--- src/rtl/lsr_cfg.svh ---
/*
  Constants of the status readback bank: register indices, field positions, reset values.
  Assumes inclusion by bare name from the package and the design modules.
*/
`ifndef LSR_CFG_SVH
`define LSR_CFG_SVH
// status register indices
`define LSR_IDX_STATUS2 4'h2
`define LSR_IDX_STATUS3 4'h3
`define LSR_IDX_QUICK 4'h4
`define LSR_IDX_PAIR_FIRST 4'h5
`define LSR_IDX_PAIR_LAST 4'h8
`define LSR_IDX_RANGE 4'h9
`define LSR_IDX_OUTEN 4'ha
// common header field positions
`define LSR_POS_ADDR 12
`define LSR_POS_FAIL 11
`define LSR_POS_SVF 10
`define LSR_POS_DONT_CARE 9
`define LSR_POS_DSF 8
// device status 2 fields
`define LSR_POS_TSD 3
`define LSR_POS_TW 2
`define LSR_POS_OV 1
`define LSR_POS_UV 0
// channel pair word fields
`define LSR_POS_OUTPUT_LEVEL_READBACK 7
`define LSR_POS_PTSD 6
`define LSR_POS_TWH 5
`define LSR_POS_TWL 4
`define LSR_POS_OC_HI 3
`define LSR_POS_OC_LO 1
// reset values
`define LSR_RESET_WORD 16'h0000
`define LSR_RESET_BYTE 8'h00
`endif

--- src/rtl/lsr_pkg.sv ---
/*
  Types shared by the status readback bank.
  Assumes lsr_cfg.svh on the include path.
*/
package lsr_pkg;
  `include "lsr_cfg.svh"

  // raw per-channel fault inputs, one bit per channel
  typedef struct packed {
    logic [7:0] thermal_shutdown;
    logic [7:0] warning_high;
    logic [7:0] warning_low;
    logic [7:0] overcurrent;
    logic [7:0] open_load;
  } lsr_chan_type;

  // raw device-level fault inputs
  typedef struct packed {
    logic logic_supply_fail;
    logic serial_link_fail;
    logic limp_input;
    logic pwm_clock_fail;
    logic external_resistor_fail;
    logic watchdog_error;
  } lsr_dev_type;

  // read transaction state
  typedef enum logic [0:0] {LSR_IDLE, LSR_READING} lsr_read_type;
endpackage

--- src/rtl/lsr_sticky_flag.sv ---
/*
  One read-and-clear flag: sets on its event, clears on the end of a read.
  Assumes the clear is a one-cycle pulse; a set in the same cycle wins.
*/
`timescale 1ns/1ps
module lsr_sticky_flag #(
  parameter int WIDTH = 1
) (
  // clock and reset
  input wire logic CLOCK,
  input wire logic RESET,
  // control
  input wire logic [WIDTH-1:0] set_event,
  input wire logic clear,
  // state
  output logic [WIDTH-1:0] flag
);
  logic [WIDTH-1:0] next_flag;

  // set beats clear so no event is lost
  always_comb begin
    next_flag = clear ? '0 : flag;
    next_flag = next_flag | set_event;
  end

  always_ff @(posedge CLOCK) begin
    if (RESET) begin
      flag <= '0;
    end else begin
      flag <= next_flag;
    end
  end
endmodule // lsr_sticky_flag

--- src/rtl/lsr_word_mux.sv ---
/*
  Selects the status word for a register index and appends the common header.
  Assumes body words are already formed; unused indices read as zero body.
*/
`timescale 1ns/1ps
`include "lsr_cfg.svh"
module lsr_word_mux
  import lsr_pkg::*;
(
  // selection
  input wire logic [3:0] index,
  // common header bits
  input wire logic fail_mode_flag,
  input wire logic supply_fault_summary,
  input wire logic device_fault_summary,
  // bodies
  input wire logic [7:0] body_status2,
  input wire logic [7:0] body_status3,
  input wire logic [7:0] body_quick,
  input wire logic [31:0] body_pairs,
  input wire logic [7:0] body_range,
  input wire logic [7:0] body_outen,
  // result
  output logic [15:0] word
);
  logic [7:0] body;
  logic [1:0] pair_sel;

  assign pair_sel = 2'(index - `LSR_IDX_PAIR_FIRST);

  // body by index
  always_comb begin
    body = 8'h00;
    if (index == `LSR_IDX_STATUS2) body = body_status2;
    else if (index == `LSR_IDX_STATUS3) body = body_status3;
    else if (index == `LSR_IDX_QUICK) body = body_quick;
    else if (index >= `LSR_IDX_PAIR_FIRST && index <= `LSR_IDX_PAIR_LAST)
      body = body_pairs[pair_sel*8 +: 8];
    else if (index == `LSR_IDX_RANGE) body = body_range;
    else if (index == `LSR_IDX_OUTEN) body = body_outen;
  end

  // header: address, fail mode, summaries, bit 9 zero
  always_comb begin
    word = {index, fail_mode_flag, supply_fault_summary, 1'b0, device_fault_summary, body};
  end
endmodule // lsr_word_mux

--- src/rtl/lsr_status_bank.sv ---
/*
  Status and diagnostic readback bank of an eight-channel high-side switch driver.
  Builds the 16-bit status words read by the serial host, latches the read-and-clear
  flags, and gates the per-channel output enables on supply, thermal and overcurrent faults.
  Assumes the serial front end gives a register index, a read-active level while chip
  select is low, and a one-cycle pulse on the rising chip select edge that ends a read.
  All inputs are synchronous to CLOCK.
  Events seen while a read is open are replayed at its clearing edge, so the clear
  only removes what the frozen word could already show; the cost is one extra
  event vector of flip-flops.
*/
//
// Summary of operation
// - bit 11 of every word is 1 in fail mode, 0 in normal mode.
// - bit 10 ORs all main and per-pair supply over/undervoltage flags.
// - bit 8 ORs logic-supply, serial, limp, clock, resistor and watchdog faults.
// - status 2 bit 2 is set while any thermal warning flag is set.
// - status 2 bit 1 latches main supply overvoltage.
// - status 2 bit 0 latches main supply undervoltage.
// - status 3 bits 7,6 flag supply A faults, which turn channels 1,2 off.
// - status 3 bits 5,4 flag supply B faults, which turn channels 3,4 off.
// - status 3 bits 3,2 flag supply C faults, which turn channels 5,6 off.
// - status 3 bits 1,0 flag supply D faults, which turn channels 7,8 off.
// - per-pair supply flags latch and do not follow the live level.
// - quick status bits 7:0 OR each channel's thermal, overcurrent, open-load flags.
// - pair word bit 7 returns live level of the selected output channel.
// - pair word bit 6 latches thermal shutdown, which turns the pair off.
// - pair word bit 5 follows the high thermal warning live, no latch.
// - pair word bit 4 flags low thermal warning on either channel.
// - pair word bits 3,1 latch overcurrent, which turns that channel off.
// - mode word bits 7:0 echo range bits; 0 is 1.5A, 1 is 750mA.
// - words sit at indices 2 to 10, reset to zero, bits 15:12 hold index.
// - output-enable word bits 7:0 mirror the enables in force.
// - read-and-clear flags clear on the chip select edge ending the read.
// - the suppress bit blocks the automatic clear after a read.
// - a flag raised during a read is kept for the next read.
`timescale 1ns/1ps
`include "lsr_cfg.svh"
module lsr_status_bank
  import lsr_pkg::*;
#(
  parameter int CHANNELS = 8
) (
  // clock and reset
  input wire logic CLOCK,
  input wire logic RESET,
  // serial front end
  input wire logic [3:0] READ_INDEX,
  input wire logic READ_ACTIVE,
  input wire logic READ_END,
  output logic [15:0] READ_WORD,
  // initialization register fields
  input wire logic SUPPRESS_READ_CLEAR,
  input wire logic [2:0] OUTPUT_SELECT,
  // control register echoes
  input wire logic [CHANNELS-1:0] CURRENT_RANGE_SELECT,
  input wire logic [CHANNELS-1:0] REQUESTED_ENABLE,
  // mode
  input wire logic FAIL_MODE,
  // analogue fault detectors
  input wire logic MAIN_OVERVOLTAGE,
  input wire logic MAIN_UNDERVOLTAGE,
  input wire logic [3:0] PAIR_OVERVOLTAGE,
  input wire logic [3:0] PAIR_UNDERVOLTAGE,
  input wire lsr_chan_type CHANNEL_FAULTS,
  input wire lsr_dev_type DEVICE_FAULTS,
  input wire logic [CHANNELS-1:0] OUTPUT_LEVEL,
  // gated output enables
  output logic [CHANNELS-1:0] CHANNEL_OUTPUT_ENABLE
);
  logic clear_pulse;
  logic [1:0] main_flags;
  logic [3:0] pair_ov_flags;
  logic [3:0] pair_uv_flags;
  logic [CHANNELS-1:0] tsd_flags;
  logic [CHANNELS-1:0] oc_flags;
  logic [CHANNELS-1:0] twl_flags;
  logic [CHANNELS-1:0] ol_flags;
  logic [CHANNELS-1:0] pair_supply_fault;
  logic [CHANNELS-1:0] pair_tsd;
  logic [CHANNELS-1:0] next_enable;
  logic [CHANNELS-1:0] channel_fault_summary;
  logic [31:0] body_pairs;
  logic [7:0] body_status2;
  logic [7:0] body_status3;
  logic [7:0] body_range;
  logic [7:0] body_outen;
  logic [15:0] next_word;
  logic thermal_warning_summary;
  logic supply_fault_summary;
  logic device_fault_summary;
  logic output_level_readback;
  lsr_read_type read_state;
  lsr_read_type next_read_state;
  // latched event sources: live, seen during a read, and both together
  localparam int EVENTS = 10 + 4 * CHANNELS;
  logic [EVENTS-1:0] raw_event;
  logic [EVENTS-1:0] late_event;
  logic [EVENTS-1:0] next_late_event;
  logic [EVENTS-1:0] held_event;

  // read tracking: word is frozen at read start so a mid-read flag waits
  always_comb begin
    next_read_state = read_state;
    unique case (read_state)
      LSR_IDLE: if (READ_ACTIVE) next_read_state = LSR_READING;
      LSR_READING: if (READ_END) next_read_state = LSR_IDLE;
    endcase
  end

  always_ff @(posedge CLOCK) begin
    if (RESET) begin
      read_state <= LSR_IDLE;
    end else begin
      read_state <= next_read_state;
    end
  end

  // clear only on the edge that ends a read, unless suppressed
  assign clear_pulse = READ_END && (read_state == LSR_READING) && !SUPPRESS_READ_CLEAR;

  // every latched event source in one vector, main supply at the top
  always_comb begin
    raw_event = '0;
    raw_event[4*CHANNELS+9 -: 2] = {MAIN_OVERVOLTAGE, MAIN_UNDERVOLTAGE};
    raw_event[4*CHANNELS+7 -: 4] = PAIR_OVERVOLTAGE;
    raw_event[4*CHANNELS+3 -: 4] = PAIR_UNDERVOLTAGE;
    raw_event[4*CHANNELS-1 -: CHANNELS] = CHANNEL_FAULTS.thermal_shutdown;
    raw_event[3*CHANNELS-1 -: CHANNELS] = CHANNEL_FAULTS.overcurrent;
    raw_event[2*CHANNELS-1 -: CHANNELS] = CHANNEL_FAULTS.warning_low;
    raw_event[CHANNELS-1 -: CHANNELS] = CHANNEL_FAULTS.open_load;
  end

  // events from the freezing edge on are kept until the clearing edge,
  // otherwise a short fault during a read would vanish unreported
  always_comb begin
    next_late_event = '0;
    if (next_read_state == LSR_READING) begin
      next_late_event = late_event | raw_event;
    end
  end

  // emptied on the clearing edge itself, after it has been applied
  always_ff @(posedge CLOCK) begin
    if (RESET) begin
      late_event <= '0;
    end else begin
      late_event <= next_late_event;
    end
  end

  // set inputs of the latches: live events plus those seen during the read
  assign held_event = raw_event | late_event;

  // main supply flags latch
  lsr_sticky_flag #(.WIDTH(2)) u_main (
    .CLOCK(CLOCK),
    .RESET(RESET),
    .set_event(held_event[4*CHANNELS+9 -: 2]),
    .clear(clear_pulse),
    .flag(main_flags)
  );

  // per-pair supply flags latch, ignoring the live level afterwards
  lsr_sticky_flag #(.WIDTH(4)) u_pair_ov (
    .CLOCK(CLOCK),
    .RESET(RESET),
    .set_event(held_event[4*CHANNELS+7 -: 4]),
    .clear(clear_pulse),
    .flag(pair_ov_flags)
  );

  lsr_sticky_flag #(.WIDTH(4)) u_pair_uv (
    .CLOCK(CLOCK),
    .RESET(RESET),
    .set_event(held_event[4*CHANNELS+3 -: 4]),
    .clear(clear_pulse),
    .flag(pair_uv_flags)
  );

  // thermal shutdown, overcurrent, low warning and open load latch per channel
  lsr_sticky_flag #(.WIDTH(CHANNELS)) u_tsd (
    .CLOCK(CLOCK),
    .RESET(RESET),
    .set_event(held_event[4*CHANNELS-1 -: CHANNELS]),
    .clear(clear_pulse),
    .flag(tsd_flags)
  );

  lsr_sticky_flag #(.WIDTH(CHANNELS)) u_oc (
    .CLOCK(CLOCK),
    .RESET(RESET),
    .set_event(held_event[3*CHANNELS-1 -: CHANNELS]),
    .clear(clear_pulse),
    .flag(oc_flags)
  );

  lsr_sticky_flag #(.WIDTH(CHANNELS)) u_twl (
    .CLOCK(CLOCK),
    .RESET(RESET),
    .set_event(held_event[2*CHANNELS-1 -: CHANNELS]),
    .clear(clear_pulse),
    .flag(twl_flags)
  );

  lsr_sticky_flag #(.WIDTH(CHANNELS)) u_ol (
    .CLOCK(CLOCK),
    .RESET(RESET),
    .set_event(held_event[CHANNELS-1 -: CHANNELS]),
    .clear(clear_pulse),
    .flag(ol_flags)
  );

  // spread pair faults onto both channels of each pair
  always_comb begin
    for (int p = 0; p < CHANNELS / 2; p++) begin
      pair_supply_fault[2*p] = pair_ov_flags[3-p] | pair_uv_flags[3-p];
      pair_supply_fault[2*p+1] = pair_ov_flags[3-p] | pair_uv_flags[3-p];
      pair_tsd[2*p] = tsd_flags[2*p] | tsd_flags[2*p+1];
      pair_tsd[2*p+1] = tsd_flags[2*p] | tsd_flags[2*p+1];
    end
  end

  // enables in force: requested minus every latched cut-off
  always_comb begin
    next_enable = REQUESTED_ENABLE & ~pair_supply_fault & ~pair_tsd & ~oc_flags;
  end

  always_ff @(posedge CLOCK) begin
    if (RESET) begin
      CHANNEL_OUTPUT_ENABLE <= `LSR_RESET_BYTE;
    end else begin
      CHANNEL_OUTPUT_ENABLE <= next_enable;
    end
  end

  // summaries: supply and device for every word header, plus status 2 warning, quick status and pair level readback
  assign supply_fault_summary = |main_flags | |pair_ov_flags | |pair_uv_flags;
  assign device_fault_summary = |DEVICE_FAULTS;
  assign thermal_warning_summary = |twl_flags | |CHANNEL_FAULTS.warning_high;
  assign channel_fault_summary = tsd_flags | CHANNEL_FAULTS.warning_high | twl_flags
                               | oc_flags | ol_flags;
  assign output_level_readback = OUTPUT_LEVEL[OUTPUT_SELECT];

  // device status 2 and 3 bodies
  always_comb begin
    body_status2 = 8'h00;
    body_status2[`LSR_POS_TSD] = |tsd_flags;
    body_status2[`LSR_POS_TW] = thermal_warning_summary;
    body_status2[`LSR_POS_OV] = main_flags[1];
    body_status2[`LSR_POS_UV] = main_flags[0];
    body_status3 = {pair_ov_flags[3], pair_uv_flags[3], pair_ov_flags[2], pair_uv_flags[2],
                    pair_ov_flags[1], pair_uv_flags[1], pair_ov_flags[0],
                    pair_uv_flags[0]};
  end

  // channel pair bodies; bits 2 and 0 left zero
  always_comb begin
    body_pairs = 32'h0000_0000;
    for (int p = 0; p < 4; p++) begin
      body_pairs[p*8 + `LSR_POS_OUTPUT_LEVEL_READBACK] = output_level_readback;
      body_pairs[p*8 + `LSR_POS_PTSD] = pair_tsd[2*p];
      body_pairs[p*8 + `LSR_POS_TWH] = CHANNEL_FAULTS.warning_high[2*p]
                                     | CHANNEL_FAULTS.warning_high[2*p+1];
      body_pairs[p*8 + `LSR_POS_TWL] = twl_flags[2*p] | twl_flags[2*p+1];
      body_pairs[p*8 + `LSR_POS_OC_HI] = oc_flags[2*p+1];
      body_pairs[p*8 + `LSR_POS_OC_LO] = oc_flags[2*p];
    end
  end

  // echo words
  assign body_range = CURRENT_RANGE_SELECT;
  assign body_outen = CHANNEL_OUTPUT_ENABLE;

  // assembled word for the requested index
  lsr_word_mux u_mux (
    .index(READ_INDEX),
    .fail_mode_flag(FAIL_MODE),
    .supply_fault_summary(supply_fault_summary),
    .device_fault_summary(device_fault_summary),
    .body_status2(body_status2),
    .body_status3(body_status3),
    .body_quick(channel_fault_summary),
    .body_pairs(body_pairs),
    .body_range(body_range),
    .body_outen(body_outen),
    .word(next_word)
  );

  // word captured while idle, held through the read
  always_ff @(posedge CLOCK) begin
    if (RESET) begin
      READ_WORD <= `LSR_RESET_WORD;
    end else if (read_state == LSR_IDLE) begin
      READ_WORD <= next_word;
    end
  end
endmodule // lsr_status_bank

--- config.mk ---
export PLATFORM = sky130hd
export DESIGN_NAME = lsr_status_bank
export DESIGN_NICKNAME = d
export VERILOG_FILES = /design/src/rtl/lsr_pkg.sv /design/src/rtl/lsr_sticky_flag.sv /design/src/rtl/lsr_word_mux.sv /design/src/rtl/lsr_status_bank.sv
export VERILOG_INCLUDE_DIRS = /design/src /design/src/rtl
export SDC_FILE = /design/constraint.sdc
export NUM_CORES = 1
export LEC_CHECK = 0
export BUFFER_PORTS_ARGS = -buffer_cell sky130_fd_sc_hd__buf_2
export CORE_MARGIN = 10
export CORE_UTILIZATION = 30
export DETAILED_ROUTE_END_ITERATION = 16
export SYNTH_ARGS = -nofsm -noshare
export SYNTH_HDL_FRONTEND = slang
export SYNTH_SLANG_ARGS = --single-unit
export TNS_END_PERCENT = 100
--- constraint.sdc ---
create_clock -name CLOCK -period 2.2 [get_ports CLOCK]
set_input_delay 0.11 -clock CLOCK [delete_from_list [all_inputs] [get_ports CLOCK]]
set_output_delay 0.11 -clock CLOCK [all_outputs]
set_load 0.02 [all_outputs]
======== After elaboration in Yosys (flattened, before gate mapping) ========
Cells that the tools add are included.
storage, ports and cells
  bits in registers ....................... 108
  input bits .............................. 93
  output and inout bits ................... 24
  logic and storage cells ................. 90
operators by class
  add/subtract/negate cells ............... 1
  order comparisons ....................... 3
  equal/unequal tests ..................... 5
  shifts and indexed selects .............. 1
  multiplexer cells ....................... 18
  bitwise logic cells ..................... 39
  reduce and logical (&&, ||, !) cells .... 12
operators with widths
  kind                  number
  $mux W8               10
  $or A8 B8 Y8          8
  $or A42 B42 Y42       1
  $shiftx A32 B6 Y8     1
  $and A8 B8 Y8         3
  $not A8 Y8            3
  $reduce_or A8 Y1      3
  $or A1 B1 Y1          19
  $eq A4 B2 Y1 const B  2
  $eq A4 B4 Y1 const B  2
  $mux W4               2
  $or A4 B4 Y4          2
  $reduce_or A4 Y1      2
  $reduce_or A6 Y1      1
  $eq A4 B3 Y1 const B  1
  $ge A4 B3 Y1 const B  1
  $le A4 B4 Y1 const B  1
  $lt A3 B4 Y1 const B  1
  $reduce_or A2 Y1      2
  $bmux W1 S3           1
  $logic_and A1 B1 Y1   3
  $mux W1               3
  $mux W2               1
  $not A1 Y1            2
  other kinds (4)       4

======== Longest topological paths before layout ========
Gate-level depths: netlist (run 1).
  depth in word-level cells ............... 7
  depth in mapped cells ................... 9
  gate-level depth less buffers ........... 6

======== Hierarchy ========
Synthesis (run 1) repeated with hierarchy kept, for this count alone.
unflattened totals
  cell total of the unflattened synthesis .. 597
  area, all modules ....................... 5630.4 µm²
by module, submodules not included
  module                            times used  cells each  area each (µm²)  sequential area each (µm²)
  lsr_status_bank                   1           314         3021.6           1341.3
  lsr_sticky_flag at u_oc ...       4           33          304.0            160.2
  lsr_word_mux                      1           111         1042.2           0.0
  lsr_sticky_flag at u_pair_ov ...  2           16          140.1            80.1
  lsr_sticky_flag at u_main         1           8           70.1             40.0

======== Worst setup path after synthesis (run 1) ========
No wires, ideal clock.
  kind .................................... input -> register
  start ................................... input port READ_INDEX[0]
  end ..................................... register READ_WORD[1]
  library setup time ...................... 123 ps
  arrival time ............................ 1834 ps
  required time ........................... 2077 ps
  setup slack ............................. 243 ps
  stages on the path ...................... 8
  path buffers ............................ 2
  cells stage by stage .................... buf_2 inv_1 ha_1 buf_6 mux4_2 and3_4 a2111oi_4 nor2_1
on the way
  cells in the longest elaborated chain, start to end .. 7
  elaborated cells on any way between the ends .. 16
ends and longest elaborated chain
  item                                                                   RTL line                text
  start: declaration                                                     lsr_status_bank.sv:48   input wire logic [3:0] READ_INDEX,
  parallel branches: the longest is 6 deep, another holds $sub A2 B1 Y2  n/a
  $mux W8 *                                                              lsr_word_mux.sv:34      if (index == `LSR_IDX_STATUS2) body = body_status2;
  end signal: assignment                                                 lsr_status_bank.sv:293  READ_WORD <= `LSR_RESET_WORD;
  end signal: assignment                                                 lsr_status_bank.sv:295  READ_WORD <= next_word;
  end: declaration                                                       lsr_status_bank.sv:51   output logic [15:0] READ_WORD,
Mark *: on every way between the ends.
A chain may end at the register's enable or synchronous reset.

======== Worst setup path in the final report (run 1) ========
  start ................................... register read_state
  end ..................................... register late_event[20]
on the way
  cells in the longest elaborated chain, start to end .. 4
ends and longest elaborated chain
  item                                 RTL line                text
  start: declaration                   lsr_status_bank.sv:93   lsr_read_type read_state;
  start signal: assignment             lsr_status_bank.sv:115  read_state <= next_read_state;
  $not A1 Y1                           lsr_status_bank.sv:105  unique case (read_state)
  $pmux W1 S2 *                        lsr_status_bank.sv:105
  $not A1 Y1 (no source line) *        n/a
  $reduce_or A2 Y1 (no source line) *  n/a
  end signal: assignment               lsr_status_bank.sv:148  late_event <= next_late_event;
  end: declaration                     lsr_status_bank.sv:98   logic [EVENTS-1:0] late_event;
Mark *: on every way between the ends. The rest lies on a longest branch, timed or not.

==> results of run 1 <==
[metal layers]
layer	global-route usage, %	part of all wire (%)
met1	16.9	44
met2	23.1	48
met3	4.12	6.5
met4	3.95	1.8
met5	0	0
[report_power, final]
| group | total, mW | switching [mW] | internal [mW] |
|---|---|---|---|
| Clock | 1.52 | 0.700 | 0.822 |
| Sequential | 2.19 | 0.0961 | 2.09 |
| Combinational | 0.615 | 0.327 | 0.288 |
| Total | 4.32 | 1.12 | 3.20 |
[cell usage in the layout (no fill, tap or decap), types with 3 or more instances in the layout]
| master | n |
|---|---|
| sky130_fd_sc_hd__a21oi_1 | 60 |
| sky130_fd_sc_hd__a211oi_1 | 4 |
| sky130_fd_sc_hd__nor4_1 | 6 |
| sky130_fd_sc_hd__a2bb2oi_1 | 4 |
| sky130_fd_sc_hd__buf_2 | 115 |
| sky130_fd_sc_hd__inv_1 | 8 |
| sky130_fd_sc_hd__nor3_1 | 14 |
| sky130_fd_sc_hd__nand3_1 | 3 |
| sky130_fd_sc_hd__nand2_1 | 54 |
| sky130_fd_sc_hd__clkinv_2 | 3 |
| sky130_fd_sc_hd__nand3b_1 | 10 |
| sky130_fd_sc_hd__a31oi_1 | 3 |
| sky130_fd_sc_hd__a211o_1 | 3 |
| sky130_fd_sc_hd__nor2_1 | 112 |
| sky130_fd_sc_hd__mux4_2 | 3 |
| sky130_fd_sc_hd__nand2b_1 | 3 |
| sky130_fd_sc_hd__dfxtp_1 | 108 |
| sky130_fd_sc_hd__dlygate4sd3_1 | 39 |
| sky130_fd_sc_hd__clkbuf_16 | 9 |
| sky130_fd_sc_hd__ha_1 | 5 |
| sky130_fd_sc_hd__a2111oi_0 | 4 |
| sky130_fd_sc_hd__buf_4 | 9 |
| sky130_fd_sc_hd__a21o_1 | 4 |
| sky130_fd_sc_hd__nor3b_1 | 9 |
| sky130_fd_sc_hd__mux2i_1 | 7 |
[worst min-delay path by stage]
stage,from,cells after the start,end,slack [ps]
finish,CHANNEL_FAULTS[2],3,late_event[2],9
floorplan,CHANNEL_FAULTS[0],2,late_event[0],240
global placement,PAIR_OVERVOLTAGE[2],3,late_event[38],330
CTS,CHANNEL_FAULTS[17],3,late_event[9],2
detailed placement,PAIR_OVERVOLTAGE[3],3,late_event[39],340
global route,CHANNEL_FAULTS[32],3,late_event[24],10
[kinds of logic (layout without fill, tap and decap cells)]
family                     after synthesis  after routing  share of synthesized area (%)
DFF                                    108            108                           50.6
muxes                                   13             13                           4.72
AOI/OAI and AO/OA                       97             97                           14.6
and+or+nand+nor                        227            227                           24.4
other                                    1              1                         0.0878
adders and majority gates                5              5                           1.46
buffers and inverters                   38            186                           4.07
[worst max-delay path, cell delays in order, from the launching register on]
cell,delay (ps)
sky130_fd_sc_hd__dfxtp_1,390
sky130_fd_sc_hd__buf_4,260
sky130_fd_sc_hd__nand2b_1,130
sky130_fd_sc_hd__a21o_1,100
sky130_fd_sc_hd__buf_4,390
sky130_fd_sc_hd__nor2_1,110
[flip-flops by register name, indices dropped and copies added (netlist names)]
register,cells
CHANNEL_OUTPUT_ENABLE,8
READ_WORD,15
late_event,42
read_state,1
u_main.flag,2
u_oc.flag,8
u_ol.flag,8
u_pair_ov.flag,4
u_pair_uv.flag,4
u_tsd.flag,8
u_twl.flag,8
[timing repair]
item	4_1_cts	5_1_grt
hold endpoints to repair	39	0
hold buffers	39	0
resized for setup	0	0
[area by class of cell]
cell class / instances / area (sq um)
fillers: 1419 / 8270
flip-flops and latches: 108 / 2160
multi-input cells: 343 / 1940
repair buffers: 163 / 1030
clock buffers: 11 / 253
well taps: 180 / 225
inverters: 8 / 30.0
clock inverters: 4 / 23.8
[stage by stage]
stage	setup WS, ps	std cells
6_report	652	817
4_1_cts	648	817
3_3_place_gp	318	763
3_5_place_dp	291	763
2_1_floorplan	243	489
5_1_grt	497	817
==> metrics.txt, run 1 <==
# TYPE chip_impl_metric gauge
chip_impl_info{name="run_status",value="complete, no violations"} 1
chip_impl_info{name="top_cell_types_by_occurrence_after_synthesis",value="sky130_fd_sc_hd__nor2_1 (112), sky130_fd_sc_hd__dfxtp_1 (108), sky130_fd_sc_hd__a21oi_1 (60)"} 1
chip_impl_metric{name="synth.distinct_cells",unit=""} 51
chip_impl_metric{name="worst_ep_arrival_time",unit="ps"} 1760
chip_impl_metric{name="route.detailed.drc",unit=""} 0
chip_impl_metric{name="finalMaxSlewViolations",unit=""} 0
chip_impl_metric{name="layout.cell_area.non_filler",unit="sq um"} 5660
chip_impl_metric{name="synth.yosys.warnings",unit=""} 0
chip_impl_info{name="timing.rr.end",value="late_event[20]"} 1
chip_impl_metric{name="postCtsSetupBuffers",unit=""} 0
chip_impl_info{name="start_kind",value="flop"} 1
chip_impl_metric{name="floorplan.io_pins",unit=""} 117
chip_impl_metric{name="vias_per_cell",unit=""} 4.84
chip_impl_metric{name="r2r_cells",unit=""} 5
chip_impl_metric{name="slew_headroom",unit="%"} 57.7
chip_impl_metric{name="worstPathMaxFanout",unit=""} 43
chip_impl_metric{name="syn_area_per_cell",unit="sq um"} 8.74
chip_impl_metric{name="clk_pin_slew",unit="ps"} 70
chip_impl_metric{name="placed_cell_area",unit="sq um"} 5000
chip_impl_metric{name="synth-async-reset-ratio",unit="%"} 0
chip_impl_metric{name="floorplan.rows",unit=""} 43
chip_impl_metric{name="mapped_area",unit="sq um"} 4270
chip_impl_metric{name="sinks_on_clock_net",unit=""} 108
chip_impl_metric{name="clock_tree.htree_level_count",unit=""} 3
chip_impl_metric{name="grt_antenna_before_repair",unit=""} 0
chip_impl_metric{name="period_minus_slack",unit="ps"} 1550
chip_impl_metric{name="power.total",unit="mW"} 4.32
chip_impl_metric{name="ys_seq_area_share",unit="%"} 50.6
chip_impl_metric{name="layout.nets",unit=""} 731
chip_impl_metric{name="power.leakage",unit="nW"} 2.51
chip_impl_metric{name="initial_utilization",unit="%"} 30.7
chip_impl_metric{name="largest_net_degree_at_the_start_of_global_routing",unit=""} 44
chip_impl_metric{name="ir_worst_vdd",unit="V"} 0.000568
chip_impl_metric{name="timing.setup.tns",unit="ps"} 0
chip_impl_metric{name="power-per-cell-area",unit="nW/um^2"} 763
chip_impl_info{name="cts.root.buffer_cell",value="sky130_fd_sc_hd__clkbuf_16"} 1
chip_impl_metric{name="synth_enable_flop_cells",unit=""} 0
chip_impl_metric{name="syn_inst_count",unit=""} 489
chip_impl_metric{name="synthesis.nets",unit=""} 587
chip_impl_metric{name="ant_nets",unit=""} 0
chip_impl_info{name="yosysMostFrequentCell",value="sky130_fd_sc_hd__nor2_1"} 1
chip_impl_metric{name="report.final.setup_viol",unit=""} 0
chip_impl_info{name="unrepaired_setup_endpoints_after_global_routing",value="no"} 1
chip_impl_metric{name="antenna-diode-count",unit=""} 0
chip_impl_info{name="critical_path.reg2reg.startpoint",value="read_state"} 1
chip_impl_info{name="cts_tree",value="built"} 1
chip_impl_metric{name="place_hpwl",unit="microns"} 10900
chip_impl_info{name="synthTopCellsByArea",value="sky130_fd_sc_hd__dfxtp_1 (51%), sky130_fd_sc_hd__nor2_1 (9.8%), sky130_fd_sc_hd__a21oi_1 (7.0%)"} 1
chip_impl_info{name="synth_top_area_cell",value="sky130_fd_sc_hd__dfxtp_1"} 1
chip_impl_metric{name="max_cap_violations",unit=""} 0
chip_impl_info{name="endpoint",value="late_event[20]"} 1
chip_impl_metric{name="wirelength",unit="microns"} 13600
chip_impl_metric{name="finalClockSkew",unit="ps"} 9.72
chip_impl_info{name="synthFlopType",value="sky130_fd_sc_hd__dfxtp_1"} 1
chip_impl_metric{name="first_global_vias",unit=""} 4104
chip_impl_metric{name="dr.first_iter.drc_count",unit=""} 209
chip_impl_metric{name="placement.io_buffers",unit=""} 115
chip_impl_metric{name="fin_util",unit="%"} 40.6
chip_impl_metric{name="yosys.area.top_type_share",unit="%"} 50.6
chip_impl_metric{name="router_iterations_before_antenna_repair",unit=""} 4
chip_impl_metric{name="routedWlPerCell",unit="microns"} 16.7
chip_impl_metric{name="floorplan.core_area",unit="sq um"} 13900
chip_impl_metric{name="fin_worst_hold_slack",unit="ps"} 9.41
chip_impl_metric{name="die_area",unit="sq um"} 19400
chip_impl_metric{name="dr_total_vias",unit=""} 3954
chip_impl_info{name="path_class",value="flop to flop"} 1
chip_impl_metric{name="die_w",unit="microns"} 139
chip_impl_metric{name="cts-buffers-inserted",unit=""} 9
chip_impl_metric{name="post-route-period-util",unit="%"} 70.3
chip_impl_info{name="hold_path_class",value="input port to flop"} 1
chip_impl_metric{name="hold_violations",unit=""} 0
chip_impl_metric{name="achievable-frequency",unit="MHz"} 646
chip_impl_metric{name="grt_first_pass_wirelength",unit="microns"} 21800
chip_impl_metric{name="worstSkewPairLatency",unit="ps"} 350
chip_impl_metric{name="gr-total-overflow",unit=""} 0
chip_impl_metric{name="fraction_of_layout_instances_using_a_drive_strength_above_1",unit="%"} 23.9
chip_impl_metric{name="die_h",unit="microns"} 139
chip_impl_metric{name="gp_congestion",unit=""} 0.883
chip_impl_info{name="end_kind",value="flop"} 1
chip_impl_metric{name="number_of_register_bits_inferred_by_synthesis",unit=""} 108
chip_impl_metric{name="max_slew.worst_pin.slew",unit="ps"} 626
chip_impl_metric{name="flow.area_growth_from_synthesis",unit="%"} 32.6
chip_impl_metric{name="regToRegSetupSlack",unit="ps"} 650
chip_impl_info{name="crit_start",value="read_state"} 1
chip_impl_metric{name="timing.critical_path.required",unit="ps"} 2410
chip_impl_metric{name="track_usage",unit="%"} 13.9
chip_impl_metric{name="max-clock-path-buffers",unit=""} 2
No activity file was read; power rests on OpenSTA's default activity.
==> inputs of run 2 (changes only) <==
Clock period 2.2 ns to 1.34 ns, I/O delays scaled along.
==> metrics.txt, run 2 (synthesis results as in run 1) <==
# TYPE chip_impl_metric gauge
chip_impl_info{name="run_status",value="complete, but fails checks"} 1
chip_impl_info{name="violated_checks",value="setup timing"} 1
chip_impl_metric{name="largest_net_degree_at_the_start_of_global_routing",unit=""} 44
chip_impl_metric{name="finalClockSkew",unit="ps"} 8.95
chip_impl_metric{name="post-route-period-util",unit="%"} 104
chip_impl_metric{name="gr-total-overflow",unit=""} 0
chip_impl_metric{name="period_minus_slack",unit="ps"} 1390
chip_impl_metric{name="first_global_vias",unit=""} 4214
chip_impl_metric{name="achievable-frequency",unit="MHz"} 717
chip_impl_metric{name="antenna-diode-count",unit=""} 0
chip_impl_info{name="critical_path.reg2reg.startpoint",value="u_tsd.flag[6]"} 1
chip_impl_metric{name="worstPathMaxFanout",unit=""} 3
chip_impl_metric{name="route.detailed.drc",unit=""} 0
chip_impl_metric{name="gp_congestion",unit=""} 0.880
chip_impl_metric{name="layoutNonFillerInstCount",unit=""} 866
chip_impl_metric{name="cts-buffers-inserted",unit=""} 9
chip_impl_metric{name="routedWlPerCell",unit="microns"} 16.1
chip_impl_metric{name="die_w",unit="microns"} 139
chip_impl_metric{name="floorplan.rows",unit=""} 43
chip_impl_metric{name="wirelength",unit="microns"} 13900
chip_impl_metric{name="initial_utilization",unit="%"} 30.7
chip_impl_metric{name="report.final.setup_viol",unit=""} 3
chip_impl_metric{name="grt_antenna_before_repair",unit=""} 1
chip_impl_metric{name="floorplan.core_area",unit="sq um"} 13900
chip_impl_metric{name="fraction_of_layout_instances_using_a_drive_strength_above_1",unit="%"} 31.9
chip_impl_info{name="biggestRegsByFlops",value="late_event x42, READ_WORD x15"} 1
chip_impl_metric{name="seqCellArea",unit="sq um"} 2180
chip_impl_metric{name="router_iterations_before_antenna_repair",unit=""} 4
chip_impl_metric{name="flow.area_growth_from_synthesis",unit="%"} 45.8
chip_impl_info{name="hp-start",value="DEVICE_FAULTS[4]"} 1
chip_impl_metric{name="dr_total_vias",unit=""} 4114
chip_impl_metric{name="timing.critical_path.required",unit="ps"} 1600
chip_impl_metric{name="max_cap_violations",unit=""} 0
chip_impl_metric{name="worst_ep_arrival_time",unit="ps"} 1660
chip_impl_metric{name="clock_tree.htree_level_count",unit=""} 3
chip_impl_metric{name="finalMaxSlewViolations",unit=""} 0
chip_impl_metric{name="post-place-cells",unit=""} 800
chip_impl_metric{name="fin_util",unit="%"} 44.7
chip_impl_metric{name="die_area",unit="sq um"} 19400
chip_impl_info{name="largest-register",value="late_event"} 1
chip_impl_metric{name="hold_violations",unit=""} 0
chip_impl_info{name="mostFrequentLayoutCell",value="sky130_fd_sc_hd__buf_2"} 1
chip_impl_info{name="cts.root.buffer_cell",value="sky130_fd_sc_hd__clkbuf_16"} 1
chip_impl_info{name="hold_path_class",value="input port to flop"} 1
chip_impl_info{name="unrepaired_setup_endpoints_after_global_routing",value="yes"} 1
chip_impl_metric{name="die_h",unit="microns"} 139
chip_impl_metric{name="ant_nets",unit=""} 0
chip_impl_metric{name="placement.io_buffers",unit=""} 115
chip_impl_metric{name="power-per-cell-area",unit="nW/um^2"} 1180
chip_impl_metric{name="finalWorstSetupSlack",unit="ps"} -55.0
chip_impl_metric{name="vias_per_cell",unit=""} 4.75
chip_impl_metric{name="power.leakage",unit="nW"} 2.77
chip_impl_info{name="path_class",value="flop to flop"} 1
chip_impl_info{name="mostFrequentLayoutCells",value="sky130_fd_sc_hd__buf_2 (115), sky130_fd_sc_hd__nor2_1 (110), sky130_fd_sc_hd__dfxtp_1 (96)"} 1
chip_impl_metric{name="clk_pin_slew",unit="ps"} 70
chip_impl_metric{name="place_hpwl",unit="microns"} 11100
chip_impl_metric{name="worstSkewPairLatency",unit="ps"} 350
chip_impl_metric{name="grt_first_pass_wirelength",unit="microns"} 22300
chip_impl_metric{name="layout.nets",unit=""} 780
chip_impl_info{name="crit_start",value="u_tsd.flag[6]"} 1
chip_impl_info{name="end_kind",value="flop"} 1
chip_impl_metric{name="n_fill_cell",unit=""} 1389
chip_impl_metric{name="sinks_on_clock_net",unit=""} 108
chip_impl_metric{name="multiInputGateArea",unit="sq um"} 2040
chip_impl_info{name="start_kind",value="flop"} 1
chip_impl_metric{name="floorplan.io_pins",unit=""} 117
chip_impl_metric{name="dr.first_iter.drc_count",unit=""} 213
chip_impl_metric{name="power.total",unit="mW"} 7.37
chip_impl_metric{name="ir_worst_vdd",unit="V"} 0.000733
chip_impl_metric{name="track_usage",unit="%"} 14.2
chip_impl_metric{name="number_of_flip_flops_under_the_largest_register_name",unit=""} 42
chip_impl_info{name="cts_tree",value="built"} 1
chip_impl_metric{name="postCtsSetupBuffers",unit=""} 0
chip_impl_metric{name="max-clock-path-buffers",unit=""} 2
-- run 2: cell count changes in the layout (fill, tap and decap cells not counted), moves of 4 or more --
cell / before / now
sky130_fd_sc_hd__a21oi_1: 60 / 55
sky130_fd_sc_hd__buf_4: 9 / 41
sky130_fd_sc_hd__a2111oi_0: 4 / 0
sky130_fd_sc_hd__dfxtp_1: 108 / 96
sky130_fd_sc_hd__a21oi_2: 0 / 5
sky130_fd_sc_hd__dfxtp_2: 0 / 12
sky130_fd_sc_hd__dlygate4sd3_1: 39 / 51
-- run 2: worst paths after layout --
check	to	slack [ps]	cells after the start
worst max-delay path	READ_WORD[6]	-50	4
worst max register to register	READ_WORD[6]	-50	4
worst min-delay path	READ_WORD[8]	90	5
worst min register to register	late_event[37]	450	2
-- run 2: per-stage QoR --
stage	TNS [ps]	setup WS, ps	hold slack, ps	instance area (sq um)
2_1_floorplan	-1170	-315	193	4340
3_3_place_gp	-2390	-322	291	5340
3_5_place_dp	-2670	-370	296	5340
4_1_cts	-150	-54.8	87.0	6160
5_1_grt	-280	-92.8	135	6230
6_report	-146	-55.0	94.9	6230
-- run 2: area by class of cell --
cell class / instances / area share [%]
flip-flops and latches: 108 / 35.0
well taps: 180 / 3.62
repair buffers: 212 / 23.6
clock buffers: 11 / 3.74
inverters: 8 / 0.603
clock inverters: 4 / 0.783
multi-input cells: 343 / 32.7
-- run 2: critical path, stage by stage, from the launching register on --
cell and delay, ps:
sky130_fd_sc_hd__dfxtp_2 360, sky130_fd_sc_hd__nor2_2 60, sky130_fd_sc_hd__mux4_2 450, sky130_fd_sc_hd__or2_4 240, sky130_fd_sc_hd__a311oi_1 200
-- run 2: metal layers --
metal	up-vias	share of wire [%]	GRT usage, %
met3	21	6.5	4.49
met1	1909	43	17.2
met2	101	48	23.6
met5	-	0.093	0
met4	2	1.7	4.12
li1	2081	-	-
-- run 2: repair_timing --
action | 4_1_cts | 5_1_grt
resized for setup | 22 | 17
pin swaps | 3 | 1
setup endpoints to repair | 8 | 8
endpoints found under the hold margin | 91 | 0
hold buffers | 51 | 0
-- run 2: power breakdown --
group / total [mW] / internal, mW / switching (mW)
registers: 3.59 / 3.44 / 0.154
clock network: 2.58 / 1.44 / 1.14
logic: 1.20 / 0.618 / 0.585
total: 7.37 / 5.50 / 1.88
==> inputs of run 3 (changes only) <==
Settings changed: REMOVE_ABC_BUFFERS from default to 1.
==> metrics.txt, run 3 (synthesis results as in run 1) <==
# TYPE chip_impl_metric gauge
chip_impl_info{name="run_status",value="complete, but fails checks"} 1
chip_impl_info{name="violated_checks",value="setup timing"} 1
chip_impl_metric{name="post-route-period-util",unit="%"} 109
chip_impl_metric{name="max_cap_violations",unit=""} 0
chip_impl_info{name="mostFrequentLayoutCells",value="sky130_fd_sc_hd__buf_2 (115), sky130_fd_sc_hd__nor2_1 (108), sky130_fd_sc_hd__dfxtp_1 (97)"} 1
chip_impl_metric{name="wirelength",unit="microns"} 15300
chip_impl_info{name="critical_path.reg2reg.startpoint",value="u_tsd.flag[2]"} 1
chip_impl_metric{name="power.leakage",unit="nW"} 2.92
chip_impl_info{name="end_kind",value="flop"} 1
chip_impl_metric{name="die_h",unit="microns"} 139
chip_impl_metric{name="first_global_vias",unit=""} 4256
chip_impl_metric{name="ant_nets",unit=""} 0
chip_impl_metric{name="clk_pin_slew",unit="ps"} 70
chip_impl_metric{name="post-place-cells",unit=""} 808
chip_impl_info{name="timing.rr.end",value="READ_WORD[6]"} 1
chip_impl_info{name="timing.hold.worst_endpoint",value="READ_WORD[8]"} 1
chip_impl_metric{name="flow.area_growth_from_synthesis",unit="%"} 53.6
chip_impl_metric{name="period_minus_slack",unit="ps"} 1460
chip_impl_metric{name="cts-buffers-inserted",unit=""} 9
chip_impl_metric{name="track_usage",unit="%"} 14.6
chip_impl_metric{name="achievable-frequency",unit="MHz"} 684
chip_impl_metric{name="r2r_cells",unit=""} 4
chip_impl_info{name="path_class",value="flop to flop"} 1
chip_impl_metric{name="n_fill_cell",unit=""} 1339
chip_impl_metric{name="ir_worst_vdd",unit="V"} 0.000771
chip_impl_info{name="hold_path_class",value="input port to flop"} 1
chip_impl_metric{name="finalClockSkew",unit="ps"} 8.66
chip_impl_metric{name="floorplan.io_pins",unit=""} 117
chip_impl_info{name="cts.root.buffer_cell",value="sky130_fd_sc_hd__clkbuf_16"} 1
chip_impl_metric{name="whs_path_cells",unit=""} 5
chip_impl_metric{name="finalMaxSlewViolations",unit=""} 0
chip_impl_metric{name="router_iterations_before_antenna_repair",unit=""} 5
chip_impl_metric{name="hold_violations",unit=""} 0
chip_impl_metric{name="power-per-cell-area",unit="nW/um^2"} 1190
chip_impl_metric{name="layout.nets",unit=""} 796
chip_impl_metric{name="grt_antenna_before_repair",unit=""} 0
chip_impl_info{name="unrepaired_setup_endpoints_after_global_routing",value="yes"} 1
chip_impl_metric{name="dr.first_iter.drc_count",unit=""} 238
chip_impl_metric{name="initial_utilization",unit="%"} 30.7
chip_impl_info{name="biggestRegsByFlops",value="late_event x42, READ_WORD x15"} 1
chip_impl_metric{name="gp_congestion",unit=""} 0.900
chip_impl_metric{name="gr-total-overflow",unit=""} 0
chip_impl_metric{name="routedWlPerCell",unit="microns"} 17.4
chip_impl_metric{name="report.final.setup_viol",unit=""} 4
chip_impl_metric{name="worst_ep_arrival_time",unit="ps"} 1730
chip_impl_metric{name="worstSkewPairLatency",unit="ps"} 350
chip_impl_metric{name="floorplan.rows",unit=""} 43
chip_impl_metric{name="fraction_of_layout_instances_using_a_drive_strength_above_1",unit="%"} 36.0
chip_impl_metric{name="worstPathMaxFanout",unit=""} 3
chip_impl_metric{name="die_area",unit="sq um"} 19400
chip_impl_metric{name="clock_tree.htree_level_count",unit=""} 3
chip_impl_metric{name="route.detailed.drc",unit=""} 0
chip_impl_metric{name="floorplan.core_area",unit="sq um"} 13900
chip_impl_metric{name="finalWorstSetupSlack",unit="ps"} -122
chip_impl_metric{name="layoutNonFillerInstCount",unit=""} 882
chip_impl_metric{name="placement.io_buffers",unit=""} 115
chip_impl_metric{name="die_w",unit="microns"} 139
chip_impl_metric{name="post-place-ws",unit="ps"} -490
chip_impl_metric{name="place_hpwl",unit="microns"} 11100
chip_impl_metric{name="antenna-diode-count",unit=""} 0
chip_impl_info{name="hp-start",value="DEVICE_FAULTS[4]"} 1
chip_impl_metric{name="sinks_on_clock_net",unit=""} 108
chip_impl_info{name="mostFrequentLayoutCell",value="sky130_fd_sc_hd__buf_2"} 1
chip_impl_metric{name="dr_total_vias",unit=""} 4181
chip_impl_metric{name="vias_per_cell",unit=""} 4.74
chip_impl_metric{name="number_of_flip_flops_under_the_largest_register_name",unit=""} 42
chip_impl_info{name="start_kind",value="flop"} 1
chip_impl_info{name="cts_tree",value="built"} 1
chip_impl_metric{name="grt_first_pass_wirelength",unit="microns"} 22800
chip_impl_info{name="largest-register",value="late_event"} 1
chip_impl_metric{name="timing.critical_path.required",unit="ps"} 1610
chip_impl_metric{name="max-clock-path-buffers",unit=""} 2
chip_impl_metric{name="largest_net_degree_at_the_start_of_global_routing",unit=""} 44
chip_impl_metric{name="regToRegSetupSlack",unit="ps"} -120
chip_impl_metric{name="power.total",unit="mW"} 7.80
## run 3: changes by cell type in the layout (fill, tap and decap cells not counted), moves of 3 or more
cell                        before  now
sky130_fd_sc_hd__clkbuf_16       9   12
sky130_fd_sc_hd__buf_4          41   50
sky130_fd_sc_hd__a21oi_2         5   14
sky130_fd_sc_hd__a21oi_1        55   46
sky130_fd_sc_hd__buf_6           2    6
## run 3: routing by layer
metal  wire length, microns  global-route usage [%]  up-vias
met5                      0                       0        -
met4                    177                    4.56        0
met3                    843                    3.54       14
met2                   7670                    24.9      103
met1                   6630                    17.6     1967
li1                       -                       -     2097
## run 3: how the worst max path moves through the flow
stage	start	endpoint	slack (ps)
finish	u_tsd.flag[2]	READ_WORD[6]	-120
global route	u_tsd.flag[2]	READ_WORD[6]	-150
CTS	u_tsd.flag[2]	READ_WORD[6]	-110
detailed placement	READ_INDEX[0]	READ_WORD[1]	-490
global placement	READ_INDEX[0]	READ_WORD[1]	-470
floorplan	read_state	u_main.flag[0]	-750
## run 3: cell type report
cell class | count | area [sq um] | share of cell area, %
timing repair buffer | 228 | 1660 | 25.4
multi-input combinational | 343 | 2140 | 32.6
inverter | 8 | 30.0 | 0.458
sequential | 108 | 2180 | 33.2
clock buffer | 12 | 256 | 3.91
clock inverter | 3 | 68.8 | 1.05
tap | 180 | 225 | 3.43
## run 3: critical path: stages, from the launching register on
cell	delay (ps)
sky130_fd_sc_hd__dfxtp_2	340
sky130_fd_sc_hd__nor2_2	60
sky130_fd_sc_hd__mux4_2	510
sky130_fd_sc_hd__or2_4	280
sky130_fd_sc_hd__a311oi_2	190
## run 3: metrics by stage
step                      hold WS (ps)  setup TNS (ps)  util [%]  instance area, sq um
after floorplan                    136          -57840         -                  4130
after global placement             284           -2760      38.5                  5370
after detailed placement           292           -3020      38.5                  5370
after CTS                         78.2            -218      45.4                  6320
after global routing               147           -1070      47.1                  6560
final                             85.7            -241      47.1                  6560
## run 3: timing repair
| item | CTS | global route |
|---|---|---|
| cloned | 0 | 3 |
| buffers inserted | 3 | 3 |
| endpoints found under the setup margin | 8 | 14 |
| hold buffers | 51 | 0 |
| hold endpoints to repair | 92 | 0 |
| resized for setup | 35 | 34 |
| pin swaps | 8 | 15 |
## run 3: power by group
part	internal (mW)	total [mW]	switching (mW)
registers	3.44	3.58	0.148
clock network	1.74	2.88	1.15
logic	0.687	1.34	0.651
